<file path="src/rtl/tppio_pkg.sv">
// Package with constants and types for the triple parallel port block
package tppio_pkg;

  // ==========================================================
  // Host access locations (address bits 2:1 of the byte address)
  localparam logic [1:0] TPPIO_LOC_PORT_A = 2'h0;
  localparam logic [1:0] TPPIO_LOC_PORT_B = 2'h1;
  localparam logic [1:0] TPPIO_LOC_PORT_C = 2'h2;
  localparam logic [1:0] TPPIO_LOC_CONFIG = 2'h3;

  // ==========================================================
  // Command byte fields
  localparam int         TPPIO_CMD_FLAG_BIT  = 7;
  localparam int         TPPIO_CMD_A_BIT     = 4;
  localparam int         TPPIO_CMD_CHI_BIT   = 3;
  localparam int         TPPIO_CMD_B_BIT     = 1;
  localparam int         TPPIO_CMD_CLO_BIT   = 0;
  localparam logic [7:0] TPPIO_CMD_MODE_MASK = 8'h64;
  localparam logic [7:0] TPPIO_CMD_FIRST     = 8'h80;
  localparam logic [7:0] TPPIO_CMD_LAST      = 8'h9B;

  // ==========================================================
  // Reset values: all groups input, outputs latched low
  localparam logic [7:0] TPPIO_DATA_RST  = 8'h00;
  localparam logic [7:0] TPPIO_CMD_RST   = 8'h9B;

  // Keypad line positions
  localparam int         TPPIO_ROW_LSB   = 0;
  localparam int         TPPIO_COL_LSB   = 4;

  // ==========================================================
  // Direction of the four groups, 1 = input
  typedef struct packed {
    logic a_in;
    logic b_in;
    logic chi_in;
    logic clo_in;
  } tppio_dir_t;

  // Host access request
  typedef struct packed {
    logic       rd;
    logic       wr;
    logic [1:0] loc;
    logic [7:0] wdata;
  } tppio_req_t;

  // Port pin bundle
  typedef struct packed {
    logic [7:0] a;
    logic [7:0] b;
    logic [7:0] c;
  } tppio_pins_t;

  // Decode a command byte into group directions
  function automatic tppio_dir_t tppio_decode(input logic [7:0] cmd);
    tppio_dir_t d;
    d.a_in   = cmd[TPPIO_CMD_A_BIT];
    d.b_in   = cmd[TPPIO_CMD_B_BIT];
    d.chi_in = cmd[TPPIO_CMD_CHI_BIT];
    d.clo_in = cmd[TPPIO_CMD_CLO_BIT];
    return d;
  endfunction

  // Legal command: flag set, mode bits clear, in range
  function automatic logic tppio_cmd_ok(input logic [7:0] cmd);
    return cmd[TPPIO_CMD_FLAG_BIT] && ((cmd & TPPIO_CMD_MODE_MASK) == 8'h00)
           && (cmd >= TPPIO_CMD_FIRST) && (cmd <= TPPIO_CMD_LAST);
  endfunction

endpackage

</file>
<file path="src/rtl/tppio_core.sv">
// Triple eight-bit parallel port with host command and data access
//
// Summary of operation
// - Command byte 0x80..0x9B with bit 2 clear sets group directions
// - Ports A and B switch direction whole
// - Port C bits 4-7 and bits 0-3 each switch direction as a whole, independently
// - Operator instance same codes, no inverting drivers
// - Keypad rows read from port C low
// - Keypad columns are C high, B bits 0-1
// - Only keypad rows idle high when undriven
// - Newly configured outputs drive low, main instance port B high
// - Main instance port B inverted high-current drive
`timescale 1ns/100ps
module tppio_core
  import tppio_pkg::*;
#(
  parameter bit HIGH_CURRENT_B = 1'b1  // 1 main instance, 0 operator instance
) (
  input  wire logic                   clk,        // 100 MHz clock
  input  wire logic                   rst,        // Sync reset, active high
  input  wire logic                   ce,         // Clock enable
  input  wire tppio_pkg::tppio_req_t  req,        // Host access
  output logic      [7:0]             rdata,      // Read data, registered
  output logic                        rvalid,     // Read data valid pulse
  output logic                        cmd_err,    // Last command illegal
  input  wire tppio_pkg::tppio_pins_t pin_in,     // Pin levels
  output tppio_pkg::tppio_pins_t      pin_out,    // Pin drive values
  output tppio_pkg::tppio_pins_t      pin_oe_n,   // Low while driving
  output logic      [3:0]             key_row,    // Keypad rows
  output logic      [3:0]             dir_state   // Group directions a,b,chi,clo
);
  import tppio_pkg::*;

  // ==========================================================
  // Configuration
  logic [7:0]  cmd_q;
  logic        err_q;
  tppio_dir_t  dir;
  logic        cfg_wr;

  assign cfg_wr = ce && req.wr && (req.loc == TPPIO_LOC_CONFIG);

  // Illegal code keeps the old directions and raises the flag
  always_ff @(posedge clk) begin
    if (rst) begin
      cmd_q <= TPPIO_CMD_RST;
      err_q <= 1'b0;
    end else if (cfg_wr) begin
      if (tppio_cmd_ok(req.wdata)) begin
        cmd_q <= req.wdata;
        err_q <= 1'b0;
      end else begin
        err_q <= 1'b1;
      end
    end
  end

  assign dir       = tppio_decode(cmd_q);
  assign dir_state = dir;
  assign cmd_err   = err_q;

  // ==========================================================
  // Output latches, cleared on every accepted command
  logic [7:0] lat_a_q, lat_b_q, lat_c_q;
  logic       cfg_ok;

  assign cfg_ok = cfg_wr && tppio_cmd_ok(req.wdata);

  // Outputs come up low after any accepted command (main port B high), so a line
  // never drives a stale level the instant it turns to output
  always_ff @(posedge clk) begin
    if (rst || cfg_ok) begin
      lat_a_q <= TPPIO_DATA_RST;
      lat_b_q <= TPPIO_DATA_RST;
      lat_c_q <= TPPIO_DATA_RST;
    end else if (ce && req.wr) begin
      unique case (req.loc)
        TPPIO_LOC_PORT_A: lat_a_q <= req.wdata;
        TPPIO_LOC_PORT_B: lat_b_q <= req.wdata;
        TPPIO_LOC_PORT_C: lat_c_q <= req.wdata;
        TPPIO_LOC_CONFIG: ;
      endcase
    end
  end

  // ==========================================================
  // Pin drive
  logic [7:0] mask_a, mask_b, mask_c;

  assign mask_a = {8{dir.a_in}};
  assign mask_b = {8{dir.b_in}};
  assign mask_c = {{4{dir.chi_in}}, {4{dir.clo_in}}};

  assign pin_out.a  = lat_a_q;
  // Main instance: a 1 in the latch switches the sink on, pin low
  assign pin_out.b  = HIGH_CURRENT_B ? ~lat_b_q : lat_b_q;
  assign pin_out.c  = lat_c_q;
  assign pin_oe_n.a = mask_a;
  assign pin_oe_n.b = mask_b;
  assign pin_oe_n.c = mask_c;

  // Keypad rows; pull-ups make idle rows read 1
  assign key_row = pin_in.c[TPPIO_ROW_LSB +: 4];

  // ==========================================================
  // Read path
  logic [7:0] rd_a, rd_b, rd_c;
  logic [7:0] pin_b_logic;

  // Port B inputs on the main instance read back as logic values
  assign pin_b_logic = HIGH_CURRENT_B ? ~pin_in.b : pin_in.b;

  tppio_readmux u_rd_a (.latch_q(lat_a_q), .pin_in(pin_in.a),   .in_mask(mask_a), .rd_val(rd_a));
  tppio_readmux u_rd_b (.latch_q(lat_b_q), .pin_in(pin_b_logic), .in_mask(mask_b), .rd_val(rd_b));
  tppio_readmux u_rd_c (.latch_q(lat_c_q), .pin_in(pin_in.c),   .in_mask(mask_c), .rd_val(rd_c));

  // Read data held until the next read; rvalid marks it for one edge
  // Reset is not gated by ce, so a frozen block can still be cleared
  always_ff @(posedge clk) begin
    if (rst) begin
      rdata  <= TPPIO_DATA_RST;
      rvalid <= 1'b0;
    end else if (ce) begin
      rvalid <= req.rd;
      if (req.rd) begin
        unique case (req.loc)
          TPPIO_LOC_PORT_A: rdata <= rd_a;
          TPPIO_LOC_PORT_B: rdata <= rd_b;
          TPPIO_LOC_PORT_C: rdata <= rd_c;
          TPPIO_LOC_CONFIG: rdata <= cmd_q;
        endcase
      end
    end
  end

  // ==========================================================
  // Checks: command and direction
  clear_on_cfg_a: assert property (@(posedge clk) disable iff (rst)
    cfg_ok |=> (lat_a_q == 8'h00 && lat_b_q == 8'h00 && lat_c_q == 8'h00))
    else $error("latches not cleared by command");

  cmd_legal_a: assert property (@(posedge clk) disable iff (rst)
    cfg_wr && !tppio_cmd_ok(req.wdata) |=> $stable(cmd_q) && err_q)
    else $error("illegal command accepted");

  cmd_take_a: assert property (@(posedge clk) disable iff (rst)
    cfg_ok |=> cmd_q == $past(req.wdata))
    else $error("legal command not stored");

  port_ab_dir_a: assert property (@(posedge clk) disable iff (rst)
    cfg_ok |=> pin_oe_n.a == {8{$past(req.wdata[TPPIO_CMD_A_BIT])}}
               && pin_oe_n.b == {8{$past(req.wdata[TPPIO_CMD_B_BIT])}})
    else $error("port a or b direction wrong");

  err_clear_a: assert property (@(posedge clk) disable iff (rst)
    cfg_ok |=> !cmd_err)
    else $error("error flag not cleared by legal command");

  cmd_hold_a: assert property (@(posedge clk) disable iff (rst)
    !cfg_ok |=> $stable(cmd_q))
    else $error("command changed without legal write");

  // Clock enable low freezes every register
  ce_freeze_a: assert property (@(posedge clk) disable iff (rst)
    !ce |=> $stable(cmd_q) && $stable(err_q) && $stable(lat_a_q) && $stable(lat_b_q)
            && $stable(lat_c_q) && $stable(rdata) && $stable(rvalid))
    else $error("state moved while clock enable low");

  // ==========================================================
  // Checks: pin drive
  write_a_a: assert property (@(posedge clk) disable iff (rst)
    ce && req.wr && req.loc == TPPIO_LOC_PORT_A
    |=> pin_out.a == $past(req.wdata))
    else $error("port a drive mismatch");

  write_c_a: assert property (@(posedge clk) disable iff (rst)
    ce && req.wr && req.loc == TPPIO_LOC_PORT_C
    |=> pin_out.c == $past(req.wdata))
    else $error("port c drive mismatch");

  hc_invert_a: assert property (@(posedge clk) disable iff (rst)
    ce && req.wr && req.loc == TPPIO_LOC_PORT_B
    |=> pin_out.b == (HIGH_CURRENT_B ? ~$past(req.wdata) : $past(req.wdata)))
    else $error("port b drive polarity wrong");

  port_a_whole_a: assert property (@(posedge clk) disable iff (rst)
    pin_oe_n.a == 8'h00 || pin_oe_n.a == 8'hFF)
    else $error("port a split direction");

  nibble_dir_a: assert property (@(posedge clk) disable iff (rst)
    cfg_ok |=> pin_oe_n.c[7:4] == {4{$past(req.wdata[3])}}
               && pin_oe_n.c[3:0] == {4{$past(req.wdata[0])}})
    else $error("port c nibble direction wrong");

  // ==========================================================
  // Checks: read answers
  rvalid_pulse_a: assert property (@(posedge clk) disable iff (rst)
    ce && !req.rd |=> !rvalid)
    else $error("read valid without read");

  read_c_a: assert property (@(posedge clk) disable iff (rst)
    ce && req.rd && req.loc == TPPIO_LOC_PORT_C && dir.clo_in
    |=> rvalid && rdata[3:0] == $past(pin_in.c[3:0]))
    else $error("row read mismatch");

  read_out_a: assert property (@(posedge clk) disable iff (rst)
    ce && req.rd && req.loc == TPPIO_LOC_PORT_A && !dir.a_in
    |=> rdata == $past(lat_a_q))
    else $error("output read-back mismatch");

  read_a_in_a: assert property (@(posedge clk) disable iff (rst)
    ce && req.rd && req.loc == TPPIO_LOC_PORT_A && dir.a_in
    |=> rdata == $past(pin_in.a))
    else $error("port a input read mismatch");

  read_b_in_a: assert property (@(posedge clk) disable iff (rst)
    ce && req.rd && req.loc == TPPIO_LOC_PORT_B && dir.b_in
    |=> rdata == (HIGH_CURRENT_B ? ~$past(pin_in.b) : $past(pin_in.b)))
    else $error("port b input read mismatch");

  read_cfg_a: assert property (@(posedge clk) disable iff (rst)
    ce && req.rd && req.loc == TPPIO_LOC_CONFIG
    |=> rdata == $past(cmd_q))
    else $error("command read-back mismatch");

endmodule // tppio_core

</file>
<file path="src/rtl/tppio_readmux.sv">
// Read-back mixer: pin level for inputs, latch for outputs
`timescale 1ns/100ps
module tppio_readmux (
  input  wire logic [7:0] latch_q,   // Written output value
  input  wire logic [7:0] pin_in,    // Sampled pin level
  input  wire logic [7:0] in_mask,   // 1 where line is input
  output logic      [7:0] rd_val     // Value seen by host
);
  assign rd_val = (pin_in & in_mask) | (latch_q & ~in_mask);
endmodule // tppio_readmux

</file>
<file path="config.mk">
export PLATFORM = sky130hd
export DESIGN_NAME = tppio_core
export DESIGN_NICKNAME = d
export VERILOG_FILES = /design/src/rtl/tppio_pkg.sv /design/src/rtl/tppio_core.sv /design/src/rtl/tppio_readmux.sv
export SDC_FILE = /design/constraint.sdc
export NUM_CORES = 1
export LEC_CHECK = 0
export BUFFER_PORTS_ARGS = -buffer_cell sky130_fd_sc_hd__buf_2
export CAP_MARGIN = 10
export CORE_MARGIN = 4
export CORE_UTILIZATION = 45
export DETAILED_ROUTE_END_ITERATION = 7
export PLACE_DENSITY = 0.78
export REMOVE_ABC_BUFFERS = 1
export SETUP_SLACK_MARGIN = 0.15
export SKIP_CTS_REPAIR_TIMING = 1
export SLEW_MARGIN = 25
export SYNTH_ARGS = -nofsm -noshare
export SYNTH_HDL_FRONTEND = slang
export SYNTH_SLANG_ARGS = --single-unit
</file>
<file path="constraint.sdc">
create_clock -name clk -period 1.67 [get_ports clk]
set_clock_uncertainty 0.05 [all_clocks]
set_input_delay 0.167 -clock clk [delete_from_list [all_inputs] [get_ports clk]]
set_output_delay 0.167 -clock clk [all_outputs]
set_load 0.01 [all_outputs]
</file>
# == Word level (Yosys, flattened, before mapping) ==
# Cells that the tools add are included.
# classes
bitwise_logic,14
n_lt_le_gt_ge,2
n_reduce_logical,14
muxes,2
eq_ne,3
# op_table
cell,n
$and 8x8->8,6
$not 8->8,5
$pmux 8 s4,1
$or 8x8->8,3
$reduce_and 2->1,5
$ge 8x8->1 const B,1
$le 8x8->1 const B,1
$logic_not 8->1,1
$logic_and 1x1->1,6
$eq 2x2->1 const B,2
$eq 2x1->1 const B,1
$logic_not 2->1,1
$logic_or 1x1->1,1
$mux 1,1
# word_totals
wordCells,42
inputBits,39
output_inout_bits,66
reg_bits,42

# == Logic depth before layout (Yosys ltp) ==
# depth
ltp_word,6
depth_mapped,7
mapped_depth_nobuf,3

# == Modules after synthesis ==
# Synthesis repeated with hierarchy kept, for this count alone.
# hier_totals
hier_cells,257
area_unflattened_um2,2401.1
# modules_own_cells
module,instances,area_per_inst_um2,cells_each
tppio_core,1,2040.7,233
tppio_readmux,3,120.1,8

# == Worst setup path after synthesis ==
# No wires, ideal clock.
# synth_path
path_kind,reg2reg
start,reg cmd_q[4]
end,reg rdata[1]
arrival_time_ns,1.278
n_path_buf,1
slack_ns,0.209
period_less_slack_ns,1.461
stages_incl_launch_ff,5
path_cell_list,dfxtp_1 buf_2 mux2_2 a22oi_1 a311oi_1
# synth_via
elab_chain_cells,4
# synth_lines
item,line,text
start: declaration,tppio_core.sv:36,logic [7:0] cmd_q;
start signal: assignment,tppio_core.sv:50,cmd_q <= req.wdata;
$not 8->8,tppio_readmux.sv:9,assign rd_val = (pin_in & in_mask) | (latch_q & ~in_mask);
$and 8x8->8,tppio_readmux.sv:9,
$or 8x8->8 *,tppio_readmux.sv:9,
$pmux 8 s4 *,tppio_core.sv:126,unique case (req.loc)
end signal: assignment,tppio_core.sv:127,TPPIO_LOC_PORT_A: rdata <= rd_a;
end signal: assignment,tppio_core.sv:128,TPPIO_LOC_PORT_B: rdata <= rd_b;
end signal: assignment,tppio_core.sv:129,TPPIO_LOC_PORT_C: rdata <= rd_c;
end: declaration,tppio_core.sv:23,"output logic [7:0] rdata,"
# Mark *: on every way between the ends. The rest lies on a longest branch, timed or not.
# A chain may end at the register's enable or synchronous reset.

# == Worst setup path after layout ==
# layout_path
start,reg cmd_q[1]
end,out dir_state[2]
# layout_rtl
item,line,text
end: declaration,tppio_core.sv:30,output logic [3:0] dir_state
# No word-level cell between the ends.

==> results.md <==
- Outcome: finished clean
- Yosys warning count: 0
- Vias in the first global route: between 2000 and 2500
- Antenna violations before repair: 0
- Wirelength, routed: about 6.6 mm
- Worst-margin pin slew: 545 ps
- Htree depth: 2
- Endpoints failing setup: 0
- Clock Latency Late Sink: 300 ps
- Final instance area: 2690 um^2
- Clock Sink Count: 42
- FF-to-FF Start: cmd_q[3]
- Final hold vios: 0
- CTS buffer count: 5
- Worst Setup End Kind: output port
- Reg2reg end: rdata[5]
- CTS root buf: clkbuf_8
- WL per Instance: 16.3 um
- Number of max-cap violations: 0
- LEAKAGE: 0.00112 uW
- Clk slew on worst S/H paths: 80 ps
- GPL Wtd Cong: a little under 0.9
- R2r setup slk: 280 ps
- Power per cell area: 736 nW/um^2
- Net Switching: 530 uW
- Drt drc: 0
- VDD IR max: around 0.38 mV
- Max-slew violation count: 0
- Core area: ~4800 um^2
- Full die area: 6170 um^2
- Sw Share: between 20% and 30%
- # rows: 25
- R2R depth: 3
- Pint: 1450 uW
- Slew HR: 63.5%
- Die H: 78.5 um
- TritonRoute pass-1 iters: 4
- Seq/Total Area, Yosys: a little under two fifths
- CTS tree: yes
- Yosys reg bits: 42
- Hold WC Path Type: in -> reg
- Final min period: 1410 ps
- Initial core utilization: roughly 47%
- WHS Path Cells: 3
- Routed vias/inst: ~5.3
- CP required: about 1500 ps
- ANT nets after route: 0
- Mapped Cells: 260
- Final period utilization: a little over four fifths
- Critical Path Start Type: flop
- Via count: 2136
- Detailed Place HPWL: 5.08 mm
- Ports: between 100 and 150
- CP max FO: 18
- Seq pwr share: 53.0%
- Initial DRC count: around 110
- Hold path start: req[4]
- First-pass GRT wire length: between 10 and 15 mm
- Largest net degree at the start of global routing: 19
- Fmax: just over 700 MHz
- Input/output buffers: roughly 100
- Hold_ws: 87.6 ps
- Number of diodes: 0
- Combinational share of power: 14.8%
- Die X: 78.5 um
- WS Path Type: reg -> out
- RSZ-0062 raised after global routing: false
- Grt ovf: 0
- Layout cells sized above 1: 44.5%
- Netlist cell types: 31
- # nets final: 374
- Post-Synthesis Cell Area: roughly 2200 um^2
- Global-route usage over all layers: 21.5%
- Clock power share: between 30 and 40%
- Mean post-synth cell area: about 8.6 um^2
- Area after DPL: 2610 um^2
- Arr. time, crit path: around 1200 ps
- Area Growth Syn to Fin: 20.2%
- Bufs on Longest Clock Path: 2
- Worst Hold End: lat_b_q[4]
## registers in the layout, summed over array words and instances, names as in the netlist
register / flops
cmd_q: 8
lat_a_q: 8
lat_b_q: 8
lat_c_q: 8
rdata: 8
cmd_err: 1
rvalid: 1
## layout by cell type (no fill, tap or decap), types with 8 or more instances in the layout
| cell type | count |
|---|---|
| nor2_1 | 22 |
| buf_4 | 13 |
| nand2_1 | 42 |
| inv_1 | 11 |
| a21oi_1 | 17 |
| buf_2 | 104 |
| mux2i_1 | 8 |
| a31oi_1 | 8 |
| dfxtp_1 | 39 |
| mux2_2 | 16 |
| a311oi_1 | 8 |
## power by group through the flow
stage                     registers, uW  clock network, uW  logic (uW)
final                              1050                637         294
after global routing               1050                701         319
after CTS                          1050                644         293
after detailed placement           1070                  0         292
after global placement             1070                  0         288
after floorplan                    1080                  0         114
## worst max-delay path by stage
stage	slack (ps)	endpoint	cells past startpoint	from
after floorplan	-230	rdata[1]	3	cmd_q[4]
after global placement	120	cmd_q[0]	4	req[2]
after detailed placement	100	cmd_q[3]	4	req[2]
after CTS	40	pin_oe_n[10]	2	cmd_q[1]
after global routing	200	pin_oe_n[11]	2	cmd_q[1]
final	260	dir_state[2]	2	cmd_q[1]
## cells by family (layout without fill, tap and decap cells)
group / Yosys count / after routing / synth area share [%]
buffers and inverters: 60 / 135 / 16.9
AND/OR/NAND/NOR: 77 / 77 / 16.0
flip-flops: 42 / 42 / 37.5
AO/OA/AOI/OAI: 57 / 57 / 18.0
multiplexers: 24 / 24 / 11.6
## metrics by stage
stage / worst slack (ps) / util, % / cells / TNS [ps] / power, uW
floorplan: -232 / - / 211 / -3570 / 1190
global placement: 123 / 54.6 / 395 / 0 / 1360
detailed placement: 101 / 54.6 / 395 / 0 / 1370
CTS: 42.5 / 56.2 / 402 / 0 / 1990
global route: 199 / 56.2 / 402 / 0 / 2070
finish: 262 / 56.2 / 402 / 0 / 1980
## synthesized netlist by cell type, drive strengths merged
cell	n	area share (%)
buf	45	14
dfxtp	42	38
nand2	42	7.0
nor2	22	3.7
a21oi	17	3.8
mux2	16	8.0
inv	11	1.8
a311oi	8	3.1
a31oi	8	2.2
mux2i	8	3.6
a22oi	7	2.3
o211ai	7	2.3
a21boi	4	1.3
a311o	4	2.0
clkbuf	4	0.73
and4b	2	0.89
nand4b	2	0.78
nor2b	2	0.56
or2	2	0.56
a21o	1	0.39
a32oi	1	0.39
and2	1	0.28
and4	1	0.39
nand2b	1	0.28
nor4b	1	1.1
nor4bb	1	0.45
## metal layers
metal / wire length (um) / vias up / global-route usage [%] / share of wire, %
met5: 0 / - / 0 / 0
met4: 103 / 0 / 9.79 / 1.6
met3: 599 / 11 / 5.85 / 9.1
met2: 3230 / 102 / 36.8 / 49
met1: 2630 / 1003 / 24.8 / 40
li1: - / 1020 / - / -
## area by class of cell
class / instances / area, um^2
clock buffer: 7 / 76.3
fill: 478 / 2090
inverter: 11 / 41.3
multi-input combinational: 158 / 1030
sequential: 42 / 845
tap: 67 / 83.8
timing repair buffer: 117 / 618
## critical path, stage by stage, from the launching register on
cell	delay (ps)
dfxtp_2	540
buf_4	210
buf_2	140
No activity file was read; power rests on OpenSTA's default activity.
